**config.mk**
```make
export PLATFORM = sky130hd
export DESIGN_NAME = lbcc_top
export DESIGN_NICKNAME = d
export VERILOG_FILES = /design/src/verilog/lbcc_pkg.sv /design/src/verilog/lbcc_top.sv
export SDC_FILE = /design/constraint.sdc
export NUM_CORES = 1
export LEC_CHECK = 0
export BUFFER_PORTS_ARGS = -buffer_cell sky130_fd_sc_hd__buf_4
export CORE_MARGIN = 2
export CORE_UTILIZATION = 55
export DETAILED_ROUTE_END_ITERATION = 12
export PLACE_DENSITY = 0.89
export SLEW_MARGIN = 40
export SYNTH_ARGS = -nofsm -noshare
export SYNTH_HDL_FRONTEND = slang
export SYNTH_SLANG_ARGS = --single-unit
```
**constraint.sdc**
```tcl
create_clock -name hclk -period 3.8 [get_ports hclk]
set_clock_uncertainty 0.05 [all_clocks]
set_input_delay 0.38 -clock hclk [delete_from_list [all_inputs] [get_ports hclk]]
set_output_delay 0.38 -clock hclk [all_outputs]
set_load 0.03 [all_outputs]
```
**src/verilog/lbcc_pkg.sv**
```systemverilog
// package for the common led blink control: register map, fields, rate tables, types
package lbcc_pkg;

  // clock and time base
  localparam int unsigned CLK_PERIOD_NS  = 50;
  localparam int unsigned TICK_PERIOD_NS = 1_000_000;
  localparam int unsigned TICK_CYCLES    = TICK_PERIOD_NS / CLK_PERIOD_NS;
  localparam int unsigned WINDOW_MS      = 1000;
  localparam int unsigned THRESH_UNIT_MS = 42;

  // widths
  localparam int unsigned REG_W   = 16;
  localparam int unsigned IDX_W   = 16;
  localparam int unsigned IDX_LSB = 2;
  localparam int unsigned MS_W    = 14;
  localparam int unsigned WIN_W   = 11;
  localparam int unsigned CODE_W  = 4;
  localparam int unsigned TH_W    = 5;
  localparam int unsigned NUM_MODES = 3;

  // register indices; byte address is four times the index
  localparam logic [IDX_W-1:0] IDX_LED_CFG0 = 16'h40C0;
  localparam logic [IDX_W-1:0] IDX_COMMON   = 16'h40C1;
  localparam logic [IDX_W-1:0] IDX_RATE     = 16'h40C2;
  localparam logic [IDX_W-1:0] IDX_LED_CFG1 = 16'h40C3;
  localparam logic [IDX_W-1:0] IDX_STATUS   = 16'h40C4;

  // common control fields
  localparam int unsigned COM_COL_SEL_HI = 15;
  localparam int unsigned COM_INVERT     = 9;
  localparam int unsigned COM_LPBK_SUPP  = 8;
  localparam int unsigned COM_JAB_SUPP   = 7;
  localparam int unsigned COM_COL_SEL_LO = 6;
  localparam int unsigned COM_LVL_EN     = 5;
  localparam int unsigned COM_TH_LSB     = 0;
  localparam logic [REG_W-1:0] COM_RESET = 16'h80CC;
  localparam logic [REG_W-1:0] COM_MASK  = 16'h83FF;

  // blink rate fields
  localparam int unsigned RATE_M0_LSB = 12;
  localparam int unsigned RATE_M1_LSB = 8;
  localparam int unsigned RATE_M2_LSB = 4;
  localparam logic [REG_W-1:0] RATE_RESET = 16'hEC70;
  localparam logic [REG_W-1:0] RATE_MASK  = 16'hFFF0;

  // per-led config fields
  localparam int unsigned CFG_COL_EN = 3;
  localparam int unsigned CFG_RX_EN  = 8;
  localparam int unsigned CFG_TX_EN  = 9;
  localparam logic [REG_W-1:0] CFG_RESET = 16'h0300;
  localparam logic [REG_W-1:0] CFG_MASK  = 16'h0308;

  // status fields
  localparam int unsigned STS_HEAVY_RX = 0;
  localparam int unsigned STS_HEAVY_TX = 1;
  localparam int unsigned STS_LED_LSB  = 2;

  // ahb
  localparam logic [1:0] HTRANS_NONSEQ = 2'h2;

  // period and off time in ms per rate code, code 15 leftmost
  localparam logic [15:0][MS_W-1:0] RATE_PERIOD_MS = {
    14'h0064, 14'h007D, 14'h00A6, 14'h014D, 14'h014D, 14'h01F4, 14'h03E8, 14'h03E8,
    14'h07D0, 14'h0BB8, 14'h0FA0, 14'h1770, 14'h1CE8, 14'h1F40, 14'h24B8, 14'h2710};
  localparam logic [15:0][MS_W-1:0] RATE_OFF_MS = {
    14'h0032, 14'h003E, 14'h0053, 14'h00A6, 14'h00A6, 14'h00FA, 14'h00A0, 14'h00A0,
    14'h0140, 14'h014A, 14'h0140, 14'h0294, 14'h029A, 14'h0280, 14'h0292, 14'h0258};

  typedef enum logic [1:0] {LBCC_MODE0, LBCC_MODE1, LBCC_MODE2} lbcc_mode_t;

  typedef struct packed {
    logic link_up;
    logic collision;
    logic tx_active;
    logic rx_active;
    logic loopback;
    logic jabber;
  } lbcc_phy_status_t;

  function automatic logic [MS_W-1:0] period_ms(input logic [CODE_W-1:0] code);
    period_ms = RATE_PERIOD_MS[code];
  endfunction

  function automatic logic [MS_W-1:0] off_ms(input logic [CODE_W-1:0] code);
    off_ms = RATE_OFF_MS[code];
  endfunction

endpackage

```
**src/verilog/lbcc_top.sv**
```systemverilog
// common led blink control with ahb-lite register slave
//
// Chosen here: register access over AHB-Lite.
`timescale 1ns/1ps
`default_nettype none

module lbcc_top #(
  parameter int unsigned TICK_CYCLES = lbcc_pkg::TICK_CYCLES,
  parameter int unsigned NUM_LEDS    = 2
) (
  // clock and reset
  input  wire logic                          hclk,
  input  wire logic                          hresetn,
  // ahb-lite slave
  input  wire logic                          hsel,
  input  wire logic [31:0]                   haddr,
  input  wire logic [1:0]                    htrans,
  input  wire logic                          hwrite,
  input  wire logic [2:0]                    hsize,
  input  wire logic [31:0]                   hwdata,
  input  wire logic                          hready,
  output logic                               hreadyout,
  output logic                               hresp,
  output logic      [31:0]                   hrdata,
  // phy status from the same clock domain
  input  wire lbcc_pkg::lbcc_phy_status_t    phy_status,
  // leds, high means lit
  output logic      [NUM_LEDS-1:0]           led_on
);

  localparam int unsigned TICK_W = (TICK_CYCLES > 1) ? $clog2(TICK_CYCLES) : 1;
  localparam int unsigned MS_W   = lbcc_pkg::MS_W;
  localparam int unsigned WIN_W  = lbcc_pkg::WIN_W;
  localparam int unsigned REG_W  = lbcc_pkg::REG_W;
  localparam int unsigned IDX_W  = lbcc_pkg::IDX_W;
  localparam int unsigned CODE_W = lbcc_pkg::CODE_W;
  localparam int unsigned NMODE  = lbcc_pkg::NUM_MODES;
  localparam logic [TICK_W-1:0] TICK_LAST   = TICK_W'(TICK_CYCLES - 1);
  localparam logic [WIN_W-1:0]  WIN_LAST    = WIN_W'(lbcc_pkg::WINDOW_MS - 1);
  localparam logic [WIN_W-1:0]  THRESH_UNIT = WIN_W'(lbcc_pkg::THRESH_UNIT_MS);

  // ---------------- bus slave ----------------
  logic [IDX_W-1:0] addr_idx_q;
  logic             wr_pend_q;
  logic             rd_pend_q;
  logic [REG_W-1:0] com_q;
  logic [REG_W-1:0] rate_q;
  logic [REG_W-1:0] cfg_q [NUM_LEDS];
  logic             heavy_rx_q;
  logic             heavy_tx_q;
  logic [NUM_LEDS-1:0] led_q;

  wire              addr_phase = hsel & hready & (htrans == lbcc_pkg::HTRANS_NONSEQ);
  wire              addr_upper_zero = (haddr[31:IDX_W+lbcc_pkg::IDX_LSB] == '0);
  wire [IDX_W-1:0]  addr_idx = addr_upper_zero
                               ? haddr[IDX_W+lbcc_pkg::IDX_LSB-1:lbcc_pkg::IDX_LSB]
                               : '1;
  wire [REG_W-1:0]  wdata16 = hwdata[REG_W-1:0];
  wire              wr_com  = wr_pend_q & (addr_idx_q == lbcc_pkg::IDX_COMMON);
  wire              wr_rate = wr_pend_q & (addr_idx_q == lbcc_pkg::IDX_RATE);
  wire              wr_cfg0 = wr_pend_q & (addr_idx_q == lbcc_pkg::IDX_LED_CFG0);
  wire              wr_cfg1 = wr_pend_q & (addr_idx_q == lbcc_pkg::IDX_LED_CFG1);

  // zero wait states, every transfer answers okay
  assign hreadyout = 1'b1;
  assign hresp     = 1'b0;

  always_ff @(posedge hclk or negedge hresetn) begin
    if (!hresetn) begin
      addr_idx_q <= '0;
      wr_pend_q  <= 1'b0;
      rd_pend_q  <= 1'b0;
    end else if (hready) begin
      addr_idx_q <= addr_idx;
      wr_pend_q  <= addr_phase & hwrite;
      rd_pend_q  <= addr_phase & ~hwrite;
    end
  end

  // writable bits only; reserved bits hold zero
  always_ff @(posedge hclk or negedge hresetn) begin
    if (!hresetn) begin
      com_q  <= lbcc_pkg::COM_RESET;
      rate_q <= lbcc_pkg::RATE_RESET;
    end else begin
      if (wr_com) begin
        com_q <= wdata16 & lbcc_pkg::COM_MASK;
      end
      if (wr_rate) begin
        rate_q <= wdata16 & lbcc_pkg::RATE_MASK;
      end
    end
  end

  always_ff @(posedge hclk or negedge hresetn) begin
    if (!hresetn) begin
      cfg_q[0] <= lbcc_pkg::CFG_RESET;
      cfg_q[1] <= lbcc_pkg::CFG_RESET;
    end else begin
      if (wr_cfg0) begin
        cfg_q[0] <= wdata16 & lbcc_pkg::CFG_MASK;
      end
      if (wr_cfg1) begin
        cfg_q[1] <= wdata16 & lbcc_pkg::CFG_MASK;
      end
    end
  end

  // status word shows live block state
  logic [REG_W-1:0] status_word;
  always_comb begin
    status_word = '0;
    status_word[lbcc_pkg::STS_HEAVY_RX] = heavy_rx_q;
    status_word[lbcc_pkg::STS_HEAVY_TX] = heavy_tx_q;
    status_word[lbcc_pkg::STS_LED_LSB +: NUM_LEDS] = led_q;
  end

  // read mux over flops during the data phase; unmapped reads give zero
  logic [REG_W-1:0] rd_word;
  always_comb begin
    unique case (addr_idx_q)
      lbcc_pkg::IDX_COMMON:   rd_word = com_q;
      lbcc_pkg::IDX_RATE:     rd_word = rate_q;
      lbcc_pkg::IDX_LED_CFG0: rd_word = cfg_q[0];
      lbcc_pkg::IDX_LED_CFG1: rd_word = cfg_q[1];
      lbcc_pkg::IDX_STATUS:   rd_word = status_word;
      default:                rd_word = '0;
    endcase
  end
  assign hrdata = rd_pend_q ? {16'h0000, rd_word} : 32'h0000_0000;

  // ---------------- control fields ----------------
  wire                invert   = com_q[lbcc_pkg::COM_INVERT];
  wire                lpbk_sup = com_q[lbcc_pkg::COM_LPBK_SUPP];
  wire                jab_sup  = com_q[lbcc_pkg::COM_JAB_SUPP];
  wire                col_sel  = com_q[lbcc_pkg::COM_COL_SEL_HI]
                               | com_q[lbcc_pkg::COM_COL_SEL_LO];
  wire                lvl_en   = com_q[lbcc_pkg::COM_LVL_EN];
  wire [lbcc_pkg::TH_W-1:0] thresh = com_q[lbcc_pkg::COM_TH_LSB +: lbcc_pkg::TH_W];
  wire [CODE_W-1:0]   code [NMODE];
  assign code[0] = rate_q[lbcc_pkg::RATE_M0_LSB +: CODE_W];
  assign code[1] = rate_q[lbcc_pkg::RATE_M1_LSB +: CODE_W];
  assign code[2] = rate_q[lbcc_pkg::RATE_M2_LSB +: CODE_W];

  // ---------------- shared millisecond prescaler ----------------
  logic [TICK_W-1:0] presc_q;
  wire               tick = (presc_q == TICK_LAST);

  // one free counter for all leds, so equal modes never drift apart
  always_ff @(posedge hclk or negedge hresetn) begin
    if (!hresetn) begin
      presc_q <= '0;
    end else begin
      presc_q <= tick ? '0 : presc_q + TICK_W'(1);
    end
  end

  // ---------------- blink waveforms per mode ----------------
  logic [MS_W-1:0]  phase_q [NMODE];
  logic [NMODE-1:0] wave;

  for (genvar m = 0; m < NMODE; m++) begin : g_mode
    wire [MS_W-1:0] period = lbcc_pkg::period_ms(code[m]);
    wire [MS_W-1:0] off_t  = lbcc_pkg::off_ms(code[m]);
    // a shorter code written mid-period wraps at once, not after a long overrun
    wire            wrap   = (phase_q[m] >= period - MS_W'(1));
    wire            in_off = (phase_q[m] < off_t);

    always_ff @(posedge hclk or negedge hresetn) begin
      if (!hresetn) begin
        phase_q[m] <= '0;
      end else if (tick) begin
        phase_q[m] <= wrap ? '0 : phase_q[m] + MS_W'(1);
      end
    end

    // normal: off share first, then lit; inverted: lit only for that share
    assign wave[m] = in_off ^ ~invert;
  end

  // ---------------- traffic weight ----------------
  logic [WIN_W-1:0] win_q;
  logic [WIN_W-1:0] rx_cnt_q;
  logic [WIN_W-1:0] tx_cnt_q;
  wire              win_end  = tick & (win_q == WIN_LAST);
  wire [WIN_W-1:0]  limit    = WIN_W'(thresh) * THRESH_UNIT;
  wire              rx_tick  = tick & phy_status.rx_active;
  wire              tx_tick  = tick & phy_status.tx_active;
  // totals include the closing millisecond, so a full second counts 1000 ticks
  wire [WIN_W-1:0]  rx_total = rx_cnt_q + WIN_W'(rx_tick);
  wire [WIN_W-1:0]  tx_total = tx_cnt_q + WIN_W'(tx_tick);

  always_ff @(posedge hclk or negedge hresetn) begin
    if (!hresetn) begin
      win_q    <= '0;
      rx_cnt_q <= '0;
      tx_cnt_q <= '0;
    end else if (tick) begin
      win_q    <= win_end ? '0 : win_q + WIN_W'(1);
      rx_cnt_q <= win_end ? '0 : rx_total;
      tx_cnt_q <= win_end ? '0 : tx_total;
    end
  end

  // verdict of the last full second holds through the next one
  always_ff @(posedge hclk or negedge hresetn) begin
    if (!hresetn) begin
      heavy_rx_q <= 1'b0;
      heavy_tx_q <= 1'b0;
    end else if (win_end) begin
      heavy_rx_q <= (rx_total > limit);
      heavy_tx_q <= (tx_total > limit);
    end
  end

  wire heavy = heavy_rx_q | heavy_tx_q;
  wire no_blink = (phy_status.loopback & lpbk_sup)
                | (phy_status.jabber & jab_sup);

  // mode choices common to all leds
  wire lbcc_pkg::lbcc_mode_t col_mode = col_sel ? lbcc_pkg::LBCC_MODE2
                                                : lbcc_pkg::LBCC_MODE1;
  wire lbcc_pkg::lbcc_mode_t act_mode = (lvl_en & heavy) ? lbcc_pkg::LBCC_MODE0
                                                         : lbcc_pkg::LBCC_MODE1;

  // ---------------- per-led decision ----------------
  logic [NUM_LEDS-1:0] led_d;

  for (genvar n = 0; n < NUM_LEDS; n++) begin : g_led
    wire col_req = phy_status.link_up & phy_status.collision
                 & cfg_q[n][lbcc_pkg::CFG_COL_EN];
    wire act_req = phy_status.link_up
                 & ((phy_status.tx_active & cfg_q[n][lbcc_pkg::CFG_TX_EN])
                  | (phy_status.rx_active & cfg_q[n][lbcc_pkg::CFG_RX_EN]));
    // collision outranks activity
    wire lbcc_pkg::lbcc_mode_t sel = col_req ? col_mode : act_mode;
    wire blink = (col_req | act_req) & ~no_blink;
    // without a blink the led simply shows link state
    assign led_d[n] = blink ? wave[sel] : phy_status.link_up;
  end

  always_ff @(posedge hclk or negedge hresetn) begin
    if (!hresetn) begin
      led_q <= '0;
    end else begin
      led_q <= led_d;
    end
  end

  assign led_on = led_q;

endmodule

`default_nettype wire

```
# [Word-level counts from Yosys, hierarchy flattened]
# Memories as Yosys holds them, arrays and structs flattened.
# Cells that the tools add are included.
[totals] ff_bits=141 rom_bits=1344 in_bits=80 output_inout_bits=36 word_cells=120 n_memories=6
[memory_table] memory="(name not given)" words=16 word_bits=14 rd=1 rd_clocked_by_memory_dff=0 write_ports=0 line_no="lbcc_pkg.sv:85" source="off_ms = RATE_OFF_MS[code];"
[memory_table] memory="(name not given)" words=16 word_bits=14 rd=1 rd_clocked_by_memory_dff=0 write_ports=0 line_no="lbcc_pkg.sv:81" source="period_ms = RATE_PERIOD_MS[code];"
[memory_table] memory="(name not given)" words=16 word_bits=14 rd=1 rd_clocked_by_memory_dff=0 write_ports=0 line_no="lbcc_pkg.sv:85"
[memory_table] memory="(name not given)" words=16 word_bits=14 rd=1 rd_clocked_by_memory_dff=0 write_ports=0 line_no="lbcc_pkg.sv:81"
[memory_table] memory="(name not given)" words=16 word_bits=14 rd=1 rd_clocked_by_memory_dff=0 write_ports=0 line_no="lbcc_pkg.sv:85"
[memory_table] memory="(name not given)" words=16 word_bits=14 rd=1 rd_clocked_by_memory_dff=0 write_ports=0 line_no="lbcc_pkg.sv:81"
[op_classes] add_sub_neg=10 mul=1 n_lt_le_gt_ge=13 n_eq_ne=8 muxes=26 n_bitwise=38 reduce_logical=1
[ops] operator="two-way mux 14 bit" count=9
[ops] operator="equality test 16 x 15 -> 1 bit, second input constant" count=5
[ops] operator="case mux 16 bit (5 select lines)" count=1
[ops] operator="adder 14 x 1 -> 14 bit, second input constant" count=3
[ops] operator="greater-or-equal comparator 14 bit" count=3
[ops] operator="< comparator 14 bit" count=3
[ops] operator="subtractor 14 x 1 -> 14 bit, second input constant" count=3
[ops] operator="two-way mux 11 bit" count=3
[ops] operator="two-way mux 16 bit" count=2
[ops] operator="bitwise AND 1 bit" count=25
[ops] operator="adder 11 x 1 -> 11 bit" count=2
[ops] operator="> comparator 11 bit" count=2
[ops] operator="adder 15 x 1 -> 15 bit, second input constant" count=1
[ops] operator="equality test 15 bit, second input constant" count=1
[ops] operator="< comparator 4 x 5 -> 1 bit, second input constant" count=3
[ops] operator="two-way mux 15 bit" count=1
[ops] operator="zero test 14 bit" count=1
[ops] operator="adder 11 x 1 -> 11 bit, second input constant" count=1
[ops] operator="equality test 11 x 10 -> 1 bit, second input constant" count=1
[ops] operator="multiplier 5 x 5 -> 10 bit, second input constant" count=1
[ops] operator="OR 1 bit" count=7
[ops] operator="< comparator 2 x 3 -> 1 bit, second input constant" count=2
[ops] operator="two-way mux 2 bit" count=3
[ops] operator="two-way mux 1 bit" count=5
[ops] operator="4 further kinds" count=9

# [Depth between registers and ports, before layout]
# Gate-level depths: netlist of run 1.
[logic_depth] word_depth=7 depth_mapped=19

# [Worst setup path before layout of run 1]
# No wires, ideal clock.
[synth_path] path_kind="reg2reg" from="reg presc_q[5]" to="reg heavy_rx_q" setup_ns=0.118 t_arrival_ns=3.705 required_time_ns=3.632 slack_ns=-0.073 stages_incl_launch_ff=17 path_buffers=1 cell_sequence="dfrtp_1 -> nor4_1 -> and2_1 -> and3_1 -> clkbuf_1 -> and2_1 -> ha_1 -> ha_1 -> and3_1 -> and3_1 -> nand3_1 -> xnor2_1 -> ha_1 -> or4_1 -> a221oi_1 -> a2111oi_0 -> a21o_1"
[synth_between] elab_chain_cells=4 elab_cells_between_ends=5 cone_classes="1 x add/sub; 1 x order compare; 1 x eq/ne; 2 x bitwise"
[synth_rtl] item="from (decl)" line_no="lbcc_top.sv:146" source="logic [TICK_W-1:0] presc_q;"
[synth_rtl] item="from (signal assigned)" line_no="lbcc_top.sv:154" source="presc_q <= tick ? '0 : presc_q + TICK_W'(1);"
[synth_rtl] item="equality test 15 bit (*)" line_no="lbcc_top.sv:147" source="wire tick = (presc_q == TICK_LAST);"
[synth_rtl] item="bitwise AND 1 bit" line_no="lbcc_top.sv:187" source="wire rx_tick = tick & phy_status.rx_active;"
[synth_rtl] item="adder 11 x 1 -> 11 bit" line_no="lbcc_top.sv:190" source="wire [WIN_W-1:0] rx_total = rx_cnt_q + WIN_W'(rx_tick);"
[synth_rtl] item="> comparator 11 bit" line_no="lbcc_top.sv:211" source="heavy_rx_q <= (rx_total > limit);"
[synth_rtl] item="to (signal assigned)" line_no="lbcc_top.sv:211"
[synth_rtl] item="to (decl)" line_no="lbcc_top.sv:49" source="logic heavy_rx_q;"
# Mark *: on every way between the ends. The rest lies on a longest branch, timed or not.
# A chain may end at the register's enable or synchronous reset.

# [Worst setup path after layout of run 1]
[layout_path] from="reg presc_q[13]" to="reg heavy_rx_q"
# The elaborated chain is that of the path after synthesis.

==> flow_metrics.env, run 1 <==
export IMPL_rows=51
export IMPL_grt_pass1_vias=9555
export IMPL_cp_end_kind="flop"
export IMPL_synth_cell_types=75
export IMPL_slowest_delay_ns=0.53
export IMPL_clock_sinks=141
export IMPL_finalNonFillerCells=1614
export IMPL_synth_top_area_cell="dfrtp_1"
export IMPL_cts_tree="done"
export IMPL_drt_first_iter_violations=1043
export IMPL_cp_start_kind="flop"
export IMPL_die_h_um=145.0
export IMPL_ant_nets=0
export IMPL_fmax_mhz=263.1
export IMPL_port_buffers=76
export IMPL_r2r_cells=15
export IMPL_clockRootBuffer="clkbuf_16"
export IMPL_finalCritPeriodShare_pct=100.0
export IMPL_grt_pass1_wl_mm=46.10
export IMPL_leakagePower_uw=0.005905
export IMPL_worstReg2RegStart="presc_q[13]"
export IMPL_critPathKind="reg -> reg"
export IMPL_core_area_um2=19460
export IMPL_layout_nets=1550
export IMPL_postSynth_asyncResetShare_pct=100.0
export IMPL_cp_top_family="simple AND/OR/NAND/NOR gates"
export IMPL_layout_setup_ws_ns=-0.0005542
export IMPL_grt_max_degree=85
export IMPL_globalRoute_totalOverflow=0
export IMPL_synth_top_cells_by_area="dfrtp_1 28%, ha_1 15%, nand2_1 5.5%, dfstp_2 4.1%, nand3_1 3.9%"
export IMPL_dieWidth_um=145.0
export IMPL_clockBufferDepth=2
export IMPL_wire_per_inst_um=18.10
export IMPL_crit_top_cell="and3_4"
export IMPL_max_slew_margin_pct=47.28
export IMPL_path_buf_inv=0
export IMPL_finalMaxSlewViolations=0
export IMPL_ys_warn_count=0
export IMPL_cts_buffers=17
export IMPL_hold_violations=0
export IMPL_synth_seq_area_share_pct=32.45
export IMPL_crit_fanout=6
export IMPL_worst_pin_slew_ns=0.7908
export IMPL_grt_antenna_before_repair=0
export IMPL_ir_drop_mv=0.3437
export IMPL_synth_area_um2=10940
export IMPL_io_pins=116
export IMPL_clk_pin_slew_ns=0.06
export IMPL_finalCriticalPeriod_ns=3.801
export IMPL_clk_latency_ns=0.43
export IMPL_vias_per_cell=6.229
export IMPL_dpl_cell_count=1571
export IMPL_drive_gt1_share_pct=17.35
export IMPL_startpoint="presc_q[13]"
export IMPL_area_growth_pct=15.87
export IMPL_start_util_pct=56.20
export IMPL_path_cells="nor4_4 -> and2_4 -> and3_4 -> and2_4 -> ha_2 -> ha_2 -> and3_4 -> and3_4 -> nand3_2 -> xnor2_2 -> ha_1 -> or4_4 -> a221oi_4 -> a2111oi_2 -> a21o_1"
export IMPL_netlist_instances=1239
export IMPL_antenna_cells=0
export IMPL_synth_edf_count=0
export IMPL_htreeDepth=4
export IMPL_arrival_ns=4.07
export IMPL_place_worst_setup_slack_ns=-0.05493
export IMPL_route_detailed_drc=0
export IMPL_gp_congestion=0.9188
export IMPL_synth_top_flop_cell="dfrtp_1"
export IMPL_status="complete, but fails checks"
export IMPL_crit_required_ns=4.06
export IMPL_rrSetupSlack_ns=-0.0006
export IMPL_netlist_area_leader_share_pct=28.37
export IMPL_tns_ns=-0.0005542
export IMPL_cp_depth=15
export IMPL_dieArea_um2=21030
export IMPL_dp_hpwl_mm=20.54
export IMPL_drt_pass1_iterations=6
export IMPL_final_setup_viol_count=1
export IMPL_maxCapViolCount=0
export IMPL_vias=10050
export IMPL_critPathCapture="heavy_rx_q"
export IMPL_r2r_end="heavy_rx_q"
export IMPL_grt_use_total_pct=26.60
export IMPL_routed_wl_mm=29.22
export IMPL_cp_slowest_cell="or4_4"
export IMPL_hp_class="in -> reg"
export IMPL_syn_area_per_cell_um2=8.828
export IMPL_synth_seq_cells=141
export IMPL_violations="negative setup slack"
export IMPL_holdWs_ns=0.1054
export IMPL_powerDensity_nw_per_um2=302.5
## routing by layer
| layer | global-route usage, % | vias to the layer above | part of all wire (%) |
|---|---|---|---|
| li1 | - | 4629 | - |
| met1 | 33.83 | 4786 | 41 |
| met2 | 44.05 | 538 | 48 |
| met3 | 5.629 | 100 | 7.9 |
| met4 | 11.19 | 0 | 3.4 |
| met5 | 0 | - | 0 |
## worst reg2reg max path: stages (launching register included)
cell,delay [ns]
dfrtp_2,0.42
nor4_4,0.33
and2_4,0.20
and3_4,0.23
and2_4,0.15
ha_2,0.18
ha_2,0.18
and3_4,0.18
and3_4,0.21
nand3_2,0.10
xnor2_2,0.17
ha_1,0.22
or4_4,0.53
a221oi_4,0.23
a2111oi_2,0.11
a21o_1,0.18
## Yosys cell counts, types with 16 or more instances
| master | instances |
|---|---|
| dfstp_2 | 17 |
| mux2_2 | 21 |
| buf_4 | 19 |
| o21ai_0 | 57 |
| a21oi_1 | 36 |
| dfrtp_1 | 124 |
| nand2b_1 | 20 |
| nand2_1 | 160 |
| nor2b_1 | 18 |
| xor2_1 | 41 |
| clkbuf_1 | 31 |
| xnor2_1 | 37 |
| nand4_1 | 22 |
| o22a_1 | 16 |
| inv_1 | 33 |
| nor2_1 | 80 |
| ha_1 | 133 |
| and3_1 | 30 |
| o21ai_1 | 34 |
| nand3_1 | 85 |
## stage by stage
| step | utilization (%) | cell area [um2] | total power (uW) |
|---|---|---|---|
| global route | 65.12 | 12670 | 3971 |
| finish | 65.12 | 12670 | 3834 |
| global placement | 60.98 | 11870 | 2131 |
| detailed placement | 61.00 | 11870 | 2158 |
| floorplan | - | 11000 | 1967 |
| CTS | 64.14 | 12480 | 3792 |
## worst min path at each step
| stage | slack (ns) | cells after the start | to | from |
|---|---|---|---|---|
| 2_1_floorplan | 0.03 | 0 | addr_idx_q[0] | hresetn |
| 3_3_place_gp | 0.41 | 2 | tx_cnt_q[0] | tx_cnt_q[0] |
| 3_5_place_dp | 0.42 | 2 | tx_cnt_q[0] | tx_cnt_q[0] |
| 4_1_cts | 0.10 | 2 | addr_idx_q[7] | haddr[9] |
| 5_1_grt | 0.11 | 2 | addr_idx_q[7] | haddr[9] |
| 6_report | 0.11 | 2 | addr_idx_q[7] | haddr[9] |
## layout make-up
class | instances | area, um2
clock buffer | 21 | 480.5
tap | 265 | 331.6
sequential | 141 | 3562
clock inverter | 11 | 107.6
inverter | 34 | 131.4
timing repair buffer | 125 | 947.2
fill | 1457 | 6789
multi-input combinational | 1017 | 7113
## placed cells by master (no fill, tap or decap), drive strengths merged, types with 31 or more instances in the layout
cell / n
ha: 133
xnor2: 37
nor2: 81
and3: 31
inv: 35
o21ai: 91
xor2: 41
dfrtp: 124
a21oi: 37
nand2: 161
buf: 123
mux2: 31
nand3: 85
## sequential cells by signal, summed over array words and instances, names as in the netlist
| signal | cells |
|---|---|
| tx_cnt_q | 11 |
| rate_q | 12 |
| cfg_q | 6 |
| win_q | 11 |
| heavy_rx_q | 1 |
| heavy_tx_q | 1 |
| addr_idx_q | 16 |
| wr_pend_q | 1 |
| rd_pend_q | 1 |
| led_on | 2 |
| presc_q | 15 |
| com_q | 11 |
| phase_q | 42 |
| rx_cnt_q | 11 |
## cell families (layout without fill, tap and decap cells)
group	count (synthesis)	after routing	synth area share (%)
other	2	18	0.06866
multiplexers	46	46	4.907
flip-flops	141	141	32.45
AND/OR/NAND/NOR	494	494	22.28
AO/OA/AOI/OAI	247	247	14.55
buffers and inverters	97	191	4.095
XOR/XNOR	78	78	6.246
adder cells (fa/ha/maj)	134	134	15.40
## report_power, final
| group | switching (uW) | internal (uW) | leakage, uW | total, uW |
|---|---|---|---|---|
| clock network | 683 | 975 | 0.000275 | 1660 |
| registers | 30.9 | 1530 | 0.00171 | 1560 |
| logic | 360 | 259 | 0.00392 | 619 |
| total | 1070 | 2760 | 0.00591 | 3830 |
## repair_timing
item | 4_1_cts | 5_1_grt
hold buffers | 1 | 0
pin swaps | 1 | 7
gates cloned | 0 | 0
resized for setup | 4 | 29
endpoints found under the hold margin | 17 | 0
buffers inserted | 0 | 10
setup endpoints to repair | 4 | 32
Power figures use the tool's default switching activity.
==> run 2: changes to the inputs <==
==> constraint.sdc (replaced) <==
create_clock -name hclk -period 3.8 [get_ports hclk]
set_clock_uncertainty 0.05 [all_clocks]
set_input_delay 0.95 -clock hclk [delete_from_list [all_inputs] [get_ports hclk]]
set_output_delay 0.95 -clock hclk [all_outputs]
set_load 0.03 [all_outputs]
==> flow_metrics.env, run 2 (synthesis gave the netlist of run 1 again) <==
export IMPL_antenna_cells=0
export IMPL_cp_end_kind="flop"
export IMPL_dieArea_um2=21030
export IMPL_final_setup_viol_count=4
export IMPL_cts_tree="done"
export IMPL_vias_per_cell=6.377
export IMPL_grt_pass1_vias=9921
export IMPL_port_buffers=76
export IMPL_seqCellArea_um2=3555
export IMPL_vias=10310
export IMPL_finalCriticalPeriod_ns=3.831
export IMPL_powerDensity_nw_per_um2=303.7
export IMPL_maxCapViolCount=0
export IMPL_drt_first_iter_violations=1117
export IMPL_reg_largest_list="phase_q x42, addr_idx_q x16, presc_q x15"
export IMPL_hp_class="in -> async"
export IMPL_clock_sinks=141
export IMPL_clk_latency_ns=0.45
export IMPL_r2r_cells=16
export IMPL_hold_buffers=0
export IMPL_fmax_mhz=261.0
export IMPL_layout_setup_ws_ns=-0.03145
export IMPL_route_detailed_drc=0
export IMPL_violations="negative setup slack"
export IMPL_rows=51
export IMPL_ant_nets=0
export IMPL_rsz0062_at_grt="yes"
export IMPL_layout_nets=1553
export IMPL_die_h_um=145.0
export IMPL_multi_input_area_um2=7292
export IMPL_grt_max_degree=62
export IMPL_dpl_cell_count=1572
export IMPL_worst_pin_slew_ns=0.8221
export IMPL_drive_gt1_share_pct=19.30
export IMPL_clockRootBuffer="clkbuf_16"
export IMPL_critPathKind="reg -> reg"
export IMPL_grt_antenna_before_repair=0
export IMPL_core_area_um2=19460
export IMPL_grt_use_total_pct=27.46
export IMPL_ir_drop_mv=0.3582
export IMPL_holdWs_ns=0.4300
export IMPL_gp_congestion=0.9088
export IMPL_clk_pin_slew_ns=0.06
export IMPL_routed_wl_mm=31.05
export IMPL_htreeDepth=4
export IMPL_cts_buffers=17
export IMPL_drt_pass1_iterations=6
export IMPL_max_slew_margin_pct=45.19
export IMPL_layout_commonest_cell="nand2_1"
export IMPL_place_worst_setup_slack_ns=-0.09348
export IMPL_finalCritPeriodShare_pct=100.8
export IMPL_globalRoute_totalOverflow=0
export IMPL_cp_start_kind="flop"
export IMPL_nFillCells=1422
export IMPL_finalNonFillerCells=1617
export IMPL_dieWidth_um=145.0
export IMPL_arrival_ns=4.11
export IMPL_dp_hpwl_mm=21.08
export IMPL_max_flop_register="phase_q"
export IMPL_grt_pass1_wl_mm=47.67
export IMPL_status="complete, but fails checks"
export IMPL_io_pins=116
export IMPL_final_util_pct=66.13
export IMPL_leakagePower_uw=0.005968
export IMPL_start_util_pct=56.20
export IMPL_final_cell_mix="157 x nand2_1, 125 x ha_1, 123 x dfrtp_1, 123 x buf_4, 84 x nand3_1"
export IMPL_hold_violations=0
export IMPL_area_growth_pct=17.66
export IMPL_crit_required_ns=4.08
export IMPL_finalMaxSlewViolations=0
export IMPL_largest_reg_flops=42
export IMPL_crit_fanout=5
export IMPL_wire_per_inst_um=19.20
export IMPL_clockBufferDepth=2
-- run 2: critical path: stages, from the launching register on --
cell	delay (ns)
dfrtp_2	0.43
nor4_4	0.31
and2_4	0.20
and3_4	0.18
buf_6	0.12
and2_4	0.17
ha_4	0.16
ha_4	0.13
and3_4	0.18
and3_4	0.21
nand3_2	0.10
xnor2_2	0.18
ha_2	0.20
or4_4	0.52
a221oi_4	0.26
a2111oi_4	0.12
a21o_1	0.18
-- run 2: final timing paths --
path / to / start / slack, ns
worst min register to register: presc_q[0] / presc_q[0] / 0.44
worst max-delay path: heavy_rx_q / presc_q[13] / -0.03
max in group asynchronous: phase_q[3] / hresetn / 2.40
worst min-delay path: tx_cnt_q[5] / hresetn / 0.43
min in group hclk: presc_q[0] / presc_q[0] / 0.44
worst max register to register: heavy_rx_q / presc_q[13] / -0.03
-- run 2: layer usage --
| layer | wire length, um | share of wire (%) | vias up | track usage (%) |
|---|---|---|---|---|
| met1 | 12090 | 39 | 4933 | 33.95 |
| li1 | - | - | 4637 | - |
| met2 | 15030 | 48 | 594 | 46.50 |
| met4 | 1480 | 4.8 | 0 | 11.63 |
| met3 | 2443 | 7.9 | 148 | 5.881 |
| met5 | 0 | 0 | - | 0 |
-- run 2: repair_timing --
item	in CTS	in global routing
endpoints found under the hold margin	0	0
cloned	0	2
pin swaps	1	15
gates resized for setup	8	57
buffers inserted	0	11
endpoints found under the setup margin	13	34
-- run 2: where the power goes --
group          total, uW  switching [uW]  internal [uW]
Clock               1720             726            994
Sequential          1550            26.1           1530
Combinational        637             374            263
-- run 2: layout make-up --
class	instances	area share [%]
Multi-Input combinational cell	1018	56.66
Clock buffer	18	3.412
Clock inverter	14	1.196
Inverter	34	0.9916
Sequential cell	141	27.62
Tap cell	265	2.576
Timing Repair Buffer	127	7.544
-- run 2: stage by stage --
| stage | setup TNS (ns) | area, um2 | total power (uW) |
|---|---|---|---|
| after floorplan | 0 | 11000 | 1967 |
| after CTS | 0 | 12520 | 3854 |
| after global placement | 0 | 11890 | 2131 |
| after global routing | -1.683 | 12870 | 4036 |
| after detailed placement | -0.3167 | 11890 | 2160 |
| final | -0.06494 | 12870 | 3908 |
